## src/hdl/nibble_exec_map.vh

```
// Opcode patterns, field positions and reset values of the nibble execute unit
`ifndef NIBBLE_EXEC_MAP_VH
`define NIBBLE_EXEC_MAP_VH

// Register to register moves
`define ENC_COPY_B_TO_ACC 10'h01e
`define ENC_COPY_ACC_TO_B 10'h00e
`define ENC_COPY_Y_TO_ACC 10'h01f
`define ENC_COPY_ACC_TO_Y 10'h00c
`define ENC_LOAD_E_PAIR 10'h01a
`define ENC_READ_E_PAIR 10'h02a
`define ENC_LOAD_PAGE_REG 10'h029
`define ENC_READ_PAGE_REG 10'h051
`define ENC_READ_Z_REG 10'h053
`define ENC_READ_X_REG 10'h052
`define ENC_READ_STACK_PTR 10'h050

// RAM pointer handling
`define ENC_LOAD_X_Y_IMM 10'h3??
`define ENC_LOAD_Z_IMM 10'b00010010??
`define ENC_INC_Y 10'h013
`define ENC_DEC_Y 10'h017

// Transfers between RAM and the accumulator
`define ENC_LOAD_ACC_FROM_MEM 10'h2c?
`define ENC_SWAP_ACC_MEM 10'h2d?
`define ENC_SWAP_MEM_DEC_Y 10'h2f?
`define ENC_SWAP_MEM_INC_Y 10'h2e?
`define ENC_STORE_ACC_TO_MEM 10'h2b?

// Arithmetic, logic and bit operations
`define ENC_LOAD_ACC_IMM 10'h07?
`define ENC_ROM_LOOKUP_CALL 10'b0010??????
`define ENC_ADD_MEM 10'h00a
`define ENC_ADD_MEM_CARRY 10'h00b
`define ENC_ADD_IMM 10'h06?
`define ENC_AND_MEM 10'h018
`define ENC_OR_MEM 10'h019
`define ENC_SET_CARRY 10'h007
`define ENC_CLEAR_CARRY 10'h006
`define ENC_SKIP_CARRY_ZERO 10'h02f
`define ENC_INVERT_ACC 10'h01c
`define ENC_ROTATE_RIGHT_CARRY 10'h01d
`define ENC_SET_MEM_BIT 10'b00010111??
`define ENC_CLEAR_MEM_BIT 10'b00010011??
`define ENC_SKIP_BIT_ZERO 10'b00001000??
`define ENC_SKIP_EQ_MEM 10'h026
`define ENC_SKIP_EQ_IMM 10'h025

// Field positions
`define IMM_HI 3
`define IMM_LO 0
`define LXY_X_HI 7
`define LXY_X_LO 4
`define PAGE_HI 5
`define BIT_SEL_HI 1

// Reset values and wrap points
`define NIB_RST 4'h0
`define Y_WRAP_UP 4'h0
`define Y_WRAP_DN 4'hf

`endif
```

## src/hdl/nibble_add.v

```verilog
// Four-bit adder with carry in and carry out
`timescale 1ns/1ns
`default_nettype none

module nibble_add
(
   input wire [3:0] op_a,
   input wire [3:0] op_b,
   input wire cin,
   output wire [3:0] sum,
   output wire cout
);

   wire [4:0] full;

   // Widen both operands so the carry is kept
   assign full = {1'b0, op_a} + {1'b0, op_b} + {4'h0, cin};
   assign sum = full[3:0];
   assign cout = full[4];

endmodule // nibble_add

`default_nettype wire

```

## src/hdl/nibble_exec.v

```verilog
// Execute unit for data move, RAM pointer, arithmetic, bit and compare instructions
`timescale 1ns/1ns
`default_nettype none
`include "nibble_exec_map.vh"

module nibble_exec
(
   input wire clk,
   input wire srst,
   input wire instr_valid,
   input wire [9:0] instr,
   input wire [3:0] ram_rdata,
   input wire [2:0] stack_ptr,
   input wire [9:0] rom_rdata,
   output reg instr_ready_r,
   output reg [3:0] acc_r,
   output reg [3:0] b_r,
   output reg [7:0] e_r,
   output reg [2:0] d_r,
   output reg [3:0] x_r,
   output reg [3:0] y_r,
   output reg [1:0] z_r,
   output reg carry_flag_r,
   output reg skip_r,
   output reg ram_we_r,
   output reg [9:0] ram_waddr_r,
   output reg [3:0] ram_wdata_r,
   output reg [12:0] rom_addr_r,
   output reg stack_push_r,
   output reg stack_pop_r
);

   localparam [2:0] ST_IDLE = 3'b001, ST_FETCH = 3'b010, ST_LOAD = 3'b100;

   reg [2:0] st_r, st_nxt, d_nxt;
   reg prev_lxy_r, prev_lxy_nxt, prev_la_r, prev_la_nxt, sea_pend_r, sea_pend_nxt;
   reg sea_void_r, sea_void_nxt, instr_ready_nxt, carry_nxt, skip_nxt;
   reg ram_we_nxt, push_nxt, pop_nxt;
   reg [3:0] acc_nxt, b_nxt, x_nxt, y_nxt, ram_wdata_nxt;
   reg [7:0] e_nxt;
   reg [1:0] z_nxt;
   reg [9:0] ram_waddr_nxt;
   reg [12:0] rom_addr_nxt;

   wire take, is_lxy, is_la, is_add_imm, chain_skip, add_ci, add_co;
   wire [9:0] ptr_now;
   wire [3:0] mem, imm, y_up, y_dn, add_b, add_sum;

   // One-hot mask for the bit field of the bit instructions
   function [3:0] bit_mask;
      input [1:0] sel;
      begin
         bit_mask = 4'h1 << sel;
      end
   endfunction

   // Request handshake and operand fields
   assign take = instr_valid & instr_ready_r;
   assign ptr_now = {z_r, x_r, y_r};
   assign imm = instr[`IMM_HI:`IMM_LO];
   assign y_up = y_r + 4'h1;
   assign y_dn = y_r - 4'h1;

   // Bypass a RAM write still in flight to the same address
   assign mem = (ram_we_r && (ram_waddr_r == ptr_now)) ? ram_wdata_r : ram_rdata;

   // Opcode classes needed outside the main decode
   assign is_lxy = (instr[9:8] == 2'b11);
   assign is_la = (instr[9:4] == 6'h07);
   assign is_add_imm = (instr[9:4] == 6'h06);
   assign chain_skip = (is_lxy & prev_lxy_r) | (is_la & prev_la_r);

   // Shared adder operand selection
   assign add_b = is_add_imm ? imm : mem;
   assign add_ci = (instr == `ENC_ADD_MEM_CARRY) & carry_flag_r;

   nibble_add u_add
   (
      .op_a(acc_r),
      .op_b(add_b),
      .cin(add_ci),
      .sum(add_sum),
      .cout(add_co)
   );

   // Next-state and datapath decode
   always @*
   begin
      st_nxt = st_r;
      prev_lxy_nxt = prev_lxy_r;
      prev_la_nxt = prev_la_r;
      sea_pend_nxt = sea_pend_r;
      sea_void_nxt = sea_void_r;
      instr_ready_nxt = instr_ready_r;
      acc_nxt = acc_r;
      b_nxt = b_r;
      e_nxt = e_r;
      d_nxt = d_r;
      x_nxt = x_r;
      y_nxt = y_r;
      z_nxt = z_r;
      carry_nxt = carry_flag_r;
      skip_nxt = skip_r;
      ram_we_nxt = 1'b0;
      ram_waddr_nxt = ram_waddr_r;
      ram_wdata_nxt = ram_wdata_r;
      rom_addr_nxt = rom_addr_r;
      push_nxt = 1'b0;
      pop_nxt = 1'b0;
      case (st_r)
         ST_IDLE:
         begin
            if (take)
            begin
               if (sea_pend_r)
               begin
                  // Second word of the compare carries the immediate
                  sea_pend_nxt = 1'b0;
                  sea_void_nxt = 1'b0;
                  prev_lxy_nxt = 1'b0;
                  prev_la_nxt = 1'b0;
                  skip_nxt = ~sea_void_r & (acc_r == imm);
               end
               else if (skip_r | chain_skip)
               begin
                  // Suppressed word; a suppressed compare drops its second word too
                  skip_nxt = 1'b0;
                  prev_lxy_nxt = is_lxy;
                  prev_la_nxt = is_la;
                  if (instr == `ENC_SKIP_EQ_IMM)
                  begin
                     sea_pend_nxt = 1'b1;
                     sea_void_nxt = 1'b1;
                  end
               end
               else
               begin
                  skip_nxt = 1'b0;
                  prev_lxy_nxt = is_lxy;
                  prev_la_nxt = is_la;
                  casez (instr)
                     `ENC_COPY_B_TO_ACC: acc_nxt = b_r;
                     `ENC_COPY_ACC_TO_B: b_nxt = acc_r;
                     `ENC_COPY_Y_TO_ACC: acc_nxt = y_r;
                     `ENC_COPY_ACC_TO_Y: y_nxt = acc_r;
                     `ENC_READ_X_REG: acc_nxt = x_r;
                     `ENC_LOAD_E_PAIR: e_nxt = {b_r, acc_r};
                     `ENC_READ_E_PAIR: {b_nxt, acc_nxt} = e_r;
                     `ENC_LOAD_PAGE_REG: d_nxt = acc_r[2:0];
                     `ENC_READ_PAGE_REG: acc_nxt = {1'b0, d_r};
                     `ENC_READ_Z_REG: acc_nxt = {2'b00, z_r};
                     `ENC_READ_STACK_PTR: acc_nxt = {1'b0, stack_ptr};
                     `ENC_LOAD_X_Y_IMM:
                     begin
                        x_nxt = instr[`LXY_X_HI:`LXY_X_LO];
                        y_nxt = imm;
                     end
                     `ENC_LOAD_Z_IMM: z_nxt = instr[1:0];
                     `ENC_INC_Y:
                     begin
                        y_nxt = y_up;
                        skip_nxt = (y_up == `Y_WRAP_UP);
                     end
                     `ENC_DEC_Y:
                     begin
                        y_nxt = y_dn;
                        skip_nxt = (y_dn == `Y_WRAP_DN);
                     end
                     `ENC_LOAD_ACC_FROM_MEM:
                     begin
                        acc_nxt = mem;
                        x_nxt = x_r ^ imm;
                     end
                     `ENC_SWAP_ACC_MEM:
                     begin
                        acc_nxt = mem;
                        ram_we_nxt = 1'b1;
                        ram_waddr_nxt = ptr_now;
                        ram_wdata_nxt = acc_r;
                        x_nxt = x_r ^ imm;
                     end
                     `ENC_SWAP_MEM_DEC_Y:
                     begin
                        acc_nxt = mem;
                        ram_we_nxt = 1'b1;
                        ram_waddr_nxt = ptr_now;
                        ram_wdata_nxt = acc_r;
                        x_nxt = x_r ^ imm;
                        y_nxt = y_dn;
                        skip_nxt = (y_dn == `Y_WRAP_DN);
                     end
                     `ENC_SWAP_MEM_INC_Y:
                     begin
                        acc_nxt = mem;
                        ram_we_nxt = 1'b1;
                        ram_waddr_nxt = ptr_now;
                        ram_wdata_nxt = acc_r;
                        x_nxt = x_r ^ imm;
                        y_nxt = y_up;
                        skip_nxt = (y_up == `Y_WRAP_UP);
                     end
                     `ENC_STORE_ACC_TO_MEM:
                     begin
                        ram_we_nxt = 1'b1;
                        ram_waddr_nxt = ptr_now;
                        ram_wdata_nxt = acc_r;
                        x_nxt = x_r ^ imm;
                     end
                     `ENC_LOAD_ACC_IMM: acc_nxt = imm;
                     `ENC_ROM_LOOKUP_CALL:
                     begin
                        // Push the return point and present the table address
                        push_nxt = 1'b1;
                        rom_addr_nxt = {instr[`PAGE_HI:0], d_r, acc_r};
                        instr_ready_nxt = 1'b0;
                        st_nxt = ST_FETCH;
                     end
                     `ENC_ADD_MEM: acc_nxt = add_sum;
                     `ENC_ADD_MEM_CARRY:
                     begin
                        acc_nxt = add_sum;
                        carry_nxt = add_co;
                     end
                     `ENC_ADD_IMM:
                     begin
                        acc_nxt = add_sum;
                        skip_nxt = ~add_co;
                     end
                     `ENC_AND_MEM: acc_nxt = acc_r & mem;
                     `ENC_OR_MEM: acc_nxt = acc_r | mem;
                     `ENC_SET_CARRY: carry_nxt = 1'b1;
                     `ENC_CLEAR_CARRY: carry_nxt = 1'b0;
                     `ENC_SKIP_CARRY_ZERO: skip_nxt = ~carry_flag_r;
                     `ENC_INVERT_ACC: acc_nxt = ~acc_r;
                     `ENC_ROTATE_RIGHT_CARRY:
                     begin
                        acc_nxt = {carry_flag_r, acc_r[3:1]};
                        carry_nxt = acc_r[0];
                     end
                     `ENC_SET_MEM_BIT:
                     begin
                        ram_we_nxt = 1'b1;
                        ram_waddr_nxt = ptr_now;
                        ram_wdata_nxt = mem | bit_mask(instr[`BIT_SEL_HI:0]);
                     end
                     `ENC_CLEAR_MEM_BIT:
                     begin
                        ram_we_nxt = 1'b1;
                        ram_waddr_nxt = ptr_now;
                        ram_wdata_nxt = mem & ~bit_mask(instr[`BIT_SEL_HI:0]);
                     end
                     `ENC_SKIP_BIT_ZERO:
                        skip_nxt = ((mem & bit_mask(instr[`BIT_SEL_HI:0])) == 4'h0);
                     `ENC_SKIP_EQ_MEM: skip_nxt = (acc_r == mem);
                     `ENC_SKIP_EQ_IMM: sea_pend_nxt = 1'b1;
                     default: skip_nxt = 1'b0;
                  endcase
               end
            end
         end
         // Table word becomes valid one cycle after the address
         ST_FETCH: st_nxt = ST_LOAD;
         ST_LOAD:
         begin
            // Take the table word and restore the return point
            b_nxt = rom_rdata[7:4];
            acc_nxt = rom_rdata[3:0];
            pop_nxt = 1'b1;
            instr_ready_nxt = 1'b1;
            st_nxt = ST_IDLE;
         end
         default:
         begin
            st_nxt = ST_IDLE;
            instr_ready_nxt = 1'b1;
         end
      endcase
   end

   // State registers with synchronous reset
   always @(posedge clk)
   begin
      if (srst)
      begin
         st_r <= ST_IDLE;
         prev_lxy_r <= 1'b0;
         prev_la_r <= 1'b0;
         sea_pend_r <= 1'b0;
         sea_void_r <= 1'b0;
         instr_ready_r <= 1'b1;
         acc_r <= `NIB_RST;
         b_r <= `NIB_RST;
         e_r <= {`NIB_RST, `NIB_RST};
         d_r <= 3'h0;
         x_r <= `NIB_RST;
         y_r <= `NIB_RST;
         z_r <= 2'h0;
         carry_flag_r <= 1'b0;
         skip_r <= 1'b0;
         ram_we_r <= 1'b0;
         ram_waddr_r <= 10'h000;
         ram_wdata_r <= `NIB_RST;
         rom_addr_r <= 13'h0000;
         stack_push_r <= 1'b0;
         stack_pop_r <= 1'b0;
      end
      else
      begin
         st_r <= st_nxt;
         prev_lxy_r <= prev_lxy_nxt;
         prev_la_r <= prev_la_nxt;
         sea_pend_r <= sea_pend_nxt;
         sea_void_r <= sea_void_nxt;
         instr_ready_r <= instr_ready_nxt;
         acc_r <= acc_nxt;
         b_r <= b_nxt;
         e_r <= e_nxt;
         d_r <= d_nxt;
         x_r <= x_nxt;
         y_r <= y_nxt;
         z_r <= z_nxt;
         carry_flag_r <= carry_nxt;
         skip_r <= skip_nxt;
         ram_we_r <= ram_we_nxt;
         ram_waddr_r <= ram_waddr_nxt;
         ram_wdata_r <= ram_wdata_nxt;
         rom_addr_r <= rom_addr_nxt;
         stack_push_r <= push_nxt;
         stack_pop_r <= pop_nxt;
      end
   end

endmodule // nibble_exec

`default_nettype wire

```

## config.mk

```make
export PLATFORM = sky130hd
export DESIGN_NAME = nibble_exec
export DESIGN_NICKNAME = d
export VERILOG_FILES = /design/src/hdl/nibble_add.v /design/src/hdl/nibble_exec.v
export VERILOG_INCLUDE_DIRS = /design/src /design/src/hdl
export SDC_FILE = /design/constraint.sdc
export NUM_CORES = 1
export LEC_CHECK = 0
export BUFFER_PORTS_ARGS = -buffer_cell sky130_fd_sc_hd__clkbuf_2
export CORE_ASPECT_RATIO = 0.6
export CORE_MARGIN = 10
export CORE_UTILIZATION = 39
export CTS_CLUSTER_DIAMETER = 40
export DETAILED_ROUTE_END_ITERATION = 8
export GPL_TIMING_DRIVEN = 0
export PLACE_DENSITY = 0.67
export SYNTH_ARGS = -nofsm -noshare
export SYNTH_HDL_FRONTEND = slang
export SYNTH_SLANG_ARGS = --single-unit
```

## constraint.sdc

```tcl
create_clock -name clk -period 3.2 [get_ports clk]
set_input_delay 0.64 -clock clk [delete_from_list [all_inputs] [get_ports clk]]
set_output_delay 0.64 -clock clk [all_outputs]
set_load 0.005 [all_outputs]
```

==> results.md <==
- reg-to-reg endpoint: acc_r[3]
- number of standard cells in the final layout excluding fillers: 854
- number of DRC markers after the initial detailed-route iteration: 593
- synth unique cells: 82
- number of sinks driven by the clock tree: 69
- initial antenna violation count: 0
- # port buffers: 88
- number of setup violations in the final report: 1
- share of the synthesized netlist area taken by xor and xnor gates: 0.0397
- Req. time, crit path: 3.44 ns
- DRC violations left: 0
- last weighted congestion value of the routability-driven placer: 1.02
- fraction of the mapped netlist area in adder cells: 0.0472
- worst clock skew on the final layout: 0.00873 ns
- leakage dissipation: 2.59 nW
- Vert. Die Dim: 106 um
- share of synthesized registers carrying an async set or reset: 0
- worst setup path endpoint: acc_r[3]
- number of storage elements in the synthesis netlist: 69
- first drt pass iteration count: 5
- register area share after synthesis: 0.287
- number of levels in the clock H-tree: 3
- Min Clock Period, post-route: 3.22 ns
- simple-gate share of the synthesized area: 0.257
- clock root buffer: clkbuf_16
- remaining antenna violation count: 0
- initial cell density of the core: 0.400
- Critical Path Max Stage Delay: 0.39 ns
- final sum of negative setup slack: -0.0184 ns
- fmax: 0.311 GHz
- max_slew headroom: 0.352
- net count after synthesis: 618
- detailed-route wire length per cell: 24.7 um
- grt total ovfl: 0
- routed vias/inst: 6.04
- area leader, netlist: dfxtp_1
- HPWL Detailed: 15600 um
- fin crit share: 1.01
- TritonCTS clock tree: built
- worst flop-to-flop path startpoint: y_r[2]
- average cell area after synthesis: 8.44 sq um
- violations in the final reports: setup timing
- number of global-route vias before repair: 5020
- worst voltage drop across the vdd grid: 245 uV
- kind of start point of the critical path: flop
- x dimension of the die: 164 um
- vias post-DR: 5158
- total buffers and inverters traversed by the critical path: 3
- share of the synthesized area in the top cell type: 0.287
- unrepaired setup endpoints after global routing: true
- Die Area: 0.0174 sq mm
- io pins: 92
- critical path fanouts, max: 8
- kind of critical path: flop to flop
- total number of yosys warnings: 0
- Hold Startpoint: prev_la_r
- pin count of the biggest net entering global routing: 20
- worst reg-to-reg path cell count: 15
- min-delay worst type: flop to flop
- post-synthesis cell area: 0.00482 sq mm
- ratio of cells with drive above 1 in the final layout: 0.288
- number of placed instances, taps included: 824
- Layout Nets: 730
- status: complete, but fails checks
- main combinational cell family by area after synthesis: simple AND/OR/NAND/NOR gates
- Most used DFF post-synth: dfxtp_1
- Compound-Gate Fraction of Synth Area: 0.181
- max-cap violations: 0
- largest cells by area after synthesis: dfxtp_1 (29%), mux2i_1 (9.3%), nor2_1 (5.6%)
- delay-heaviest family, CP: compound AO/OA/AOI/OAI gates
- number of buffers added to fix hold violations after cts: 0
- sequence of cells on the critical path: buf_8 > xnor2_2 > nand4_2 > nor3_4 > buf_6 > mux2i_4 > a21oi_2 > fa_2 > buf_6 > a21o_1 > a21oi_2 > xnor2_1 > a211oi_1 > o221ai_1 > a32o_1
- slowest CP cell: fa_2
- number of pins with negative max-slew slack in the final report: 0
- pin slew with the least headroom to its limit: 0.959 ns
- Overall Global Routing Usage: 0.236
- depth of the critical timing path with buffers and inverters included: 15
- critical path data arrival time: 3.46 ns
- TritonCTS buffer count: 9
- post-synthesis instance total: 571
- number of standard-cell rows in the floorplan: 31
- wire length of the first global-routing pass: 31500 um
- Final Hold Vio Count: 0
- crit path setup slack, layout: -0.0184 ns
- Bufs on Longest Clock Path: 2
- setup slack, reg-to-reg: -0.02 ns
- power per unit of standard cell area: 386 mW/mm^2
- core region area: 0.0121 sq mm
- kind of capture point of the worst setup path: flop
- launching element of the worst setup path: y_r[2]
- Post-synth EDFFs: 0
- WL final: 21100 um
- post-synthesis to final-layout area growth: 26.6%
- share of cell area taken by muxes after synthesis: 0.108
- clock edge transition at the registers on the reported setup and hold paths: 0.06 ns
- clock latency reported for the late side of the worst-skew pair: 0.35 ns
synthesized netlist by cell type (4+ instances only):
cell type	n
nand2b_1	8
mux2i_1	45
nor2_1	72
a21oi_1	18
a22oi_1	8
o221ai_1	6
buf_2	10
a221oi_1	4
o22ai_1	6
a31oi_1	8
inv_1	25
xnor2_1	13
clkbuf_8	6
nand2_1	27
xor2_1	7
ha_1	15
nor3_1	10
o211ai_1	6
dfxtp_1	69
and2_1	5
nor4_1	8
nor2b_1	15
a32o_1	5
o21ai_0	18
nand4_1	17
and3_1	5
a211oi_1	7
nand3_1	19
clkbuf_1	24
worst reg2reg max path: cells and delay by family, from the launching register on:
family	cells	cell delay (ns)
adders and majority gates	1	0.40
xor gates and xnor gates	2	0.23
DFF	1	0.33
AOI/OAI and AO/OA	6	1.08
muxes	1	0.31
and+or+nand+nor	2	0.37
buffers and inverters	3	0.40
registers in the layout, indices dropped and copies added (netlist names), 2 cells and up:
signal	flops
d_r	3
e_r	8
y_r	4
acc_r	4
b_r	4
x_r	4
ram_wdata_r	4
z_r	2
st_r	3
rom_addr_r	13
ram_waddr_r	10
power by group:
group | switching, mW | internal (mW) | leakage (nW)
logic | 0.221 | 0.125 | 1.87
clock network | 0.437 | 0.695 | 0.159
registers | 0.0111 | 0.866 | 0.562
how the worst min path moves through the flow:
| stage | to | slack, ns | cells past startpoint |
|---|---|---|---|
| 2_1_floorplan | prev_lxy_r | 0.44 | 2 |
| 3_3_place_gp | prev_la_r | 0.46 | 2 |
| 3_5_place_dp | prev_lxy_r | 0.47 | 2 |
| 4_1_cts | prev_lxy_r | 0.48 | 2 |
| 5_1_grt | prev_lxy_r | 0.51 | 2 |
| 6_report | prev_la_r | 0.48 | 2 |
layout by cell type (no fill, tap or decap), types with 6 or more instances in the layout:
cell type,instances
a211oi_1,7
a21oi_1,16
a22oi_1,8
a31oi_1,8
buf_2,8
buf_4,16
buf_6,6
clkbuf_1,19
clkbuf_16,9
clkbuf_2,88
clkbuf_8,8
dfxtp_1,60
dfxtp_2,6
ha_1,15
inv_1,24
mux2i_1,42
nand2_1,26
nand2b_1,8
nand3_1,18
nand4_1,17
nor2_1,70
nor2b_1,14
nor3_1,10
nor4_1,7
o211ai_1,6
o21ai_0,18
o221ai_1,6
o22ai_1,6
xnor2_1,10
xor2_1,7
metal layers:
| metal | track usage | part of all wire |
|---|---|---|
| met5 | 0 | 0 |
| met4 | 0.0572 | 0.017 |
| met3 | 0.0566 | 0.10 |
| met2 | 0.334 | 0.41 |
| met1 | 0.349 | 0.47 |
timing repair:
| action | in CTS | in global routing |
|---|---|---|
| resized for setup | 31 | 17 |
| gates cloned | 0 | 0 |
| buffers inserted | 13 | 4 |
| endpoints found under the setup margin | 6 | 6 |
| pin swaps | 16 | 17 |
stage by stage:
| stage | utilization | area, sq um | hold WS, ns | setup slack, ns | power (mW) |
|---|---|---|---|---|---|
| after global placement | 0.455 | 5490 | 0.457 | -0.782 | 1.20 |
| after detailed placement | 0.455 | 5490 | 0.473 | -0.825 | 1.20 |
| after floorplan | - | 4840 | 0.445 | 0.0339 | 1.08 |
| final | 0.506 | 6100 | 0.484 | -0.0184 | 2.36 |
| after global routing | 0.506 | 6100 | 0.505 | -0.194 | 2.43 |
| after CTS | 0.501 | 6040 | 0.482 | -0.110 | 2.36 |
area by class of cell:
| type | count | area [sq um] |
|---|---|---|
| multi-input combinational | 427 | 3180 |
| timing repair buffer | 105 | 579 |
| antenna | 1 | 2.50 |
| clock inverter | 7 | 105 |
| tap | 165 | 206 |
| sequential | 69 | 1400 |
| clock buffer | 9 | 225 |
| fill | 1180 | 5960 |
| inverter | 26 | 100 |
| buffer | 45 | 304 |
cells by family after synthesis:
logic type               after synthesis
adder cells (fa/ha/maj)               17
AO/OA/AOI/OAI                        119
flip-flops                            69
multiplexers                          49
XOR/XNOR                              21
buffers and inverters                 75
AND/OR/NAND/NOR                      221
No activity file was read; power rests on OpenSTA's default activity.
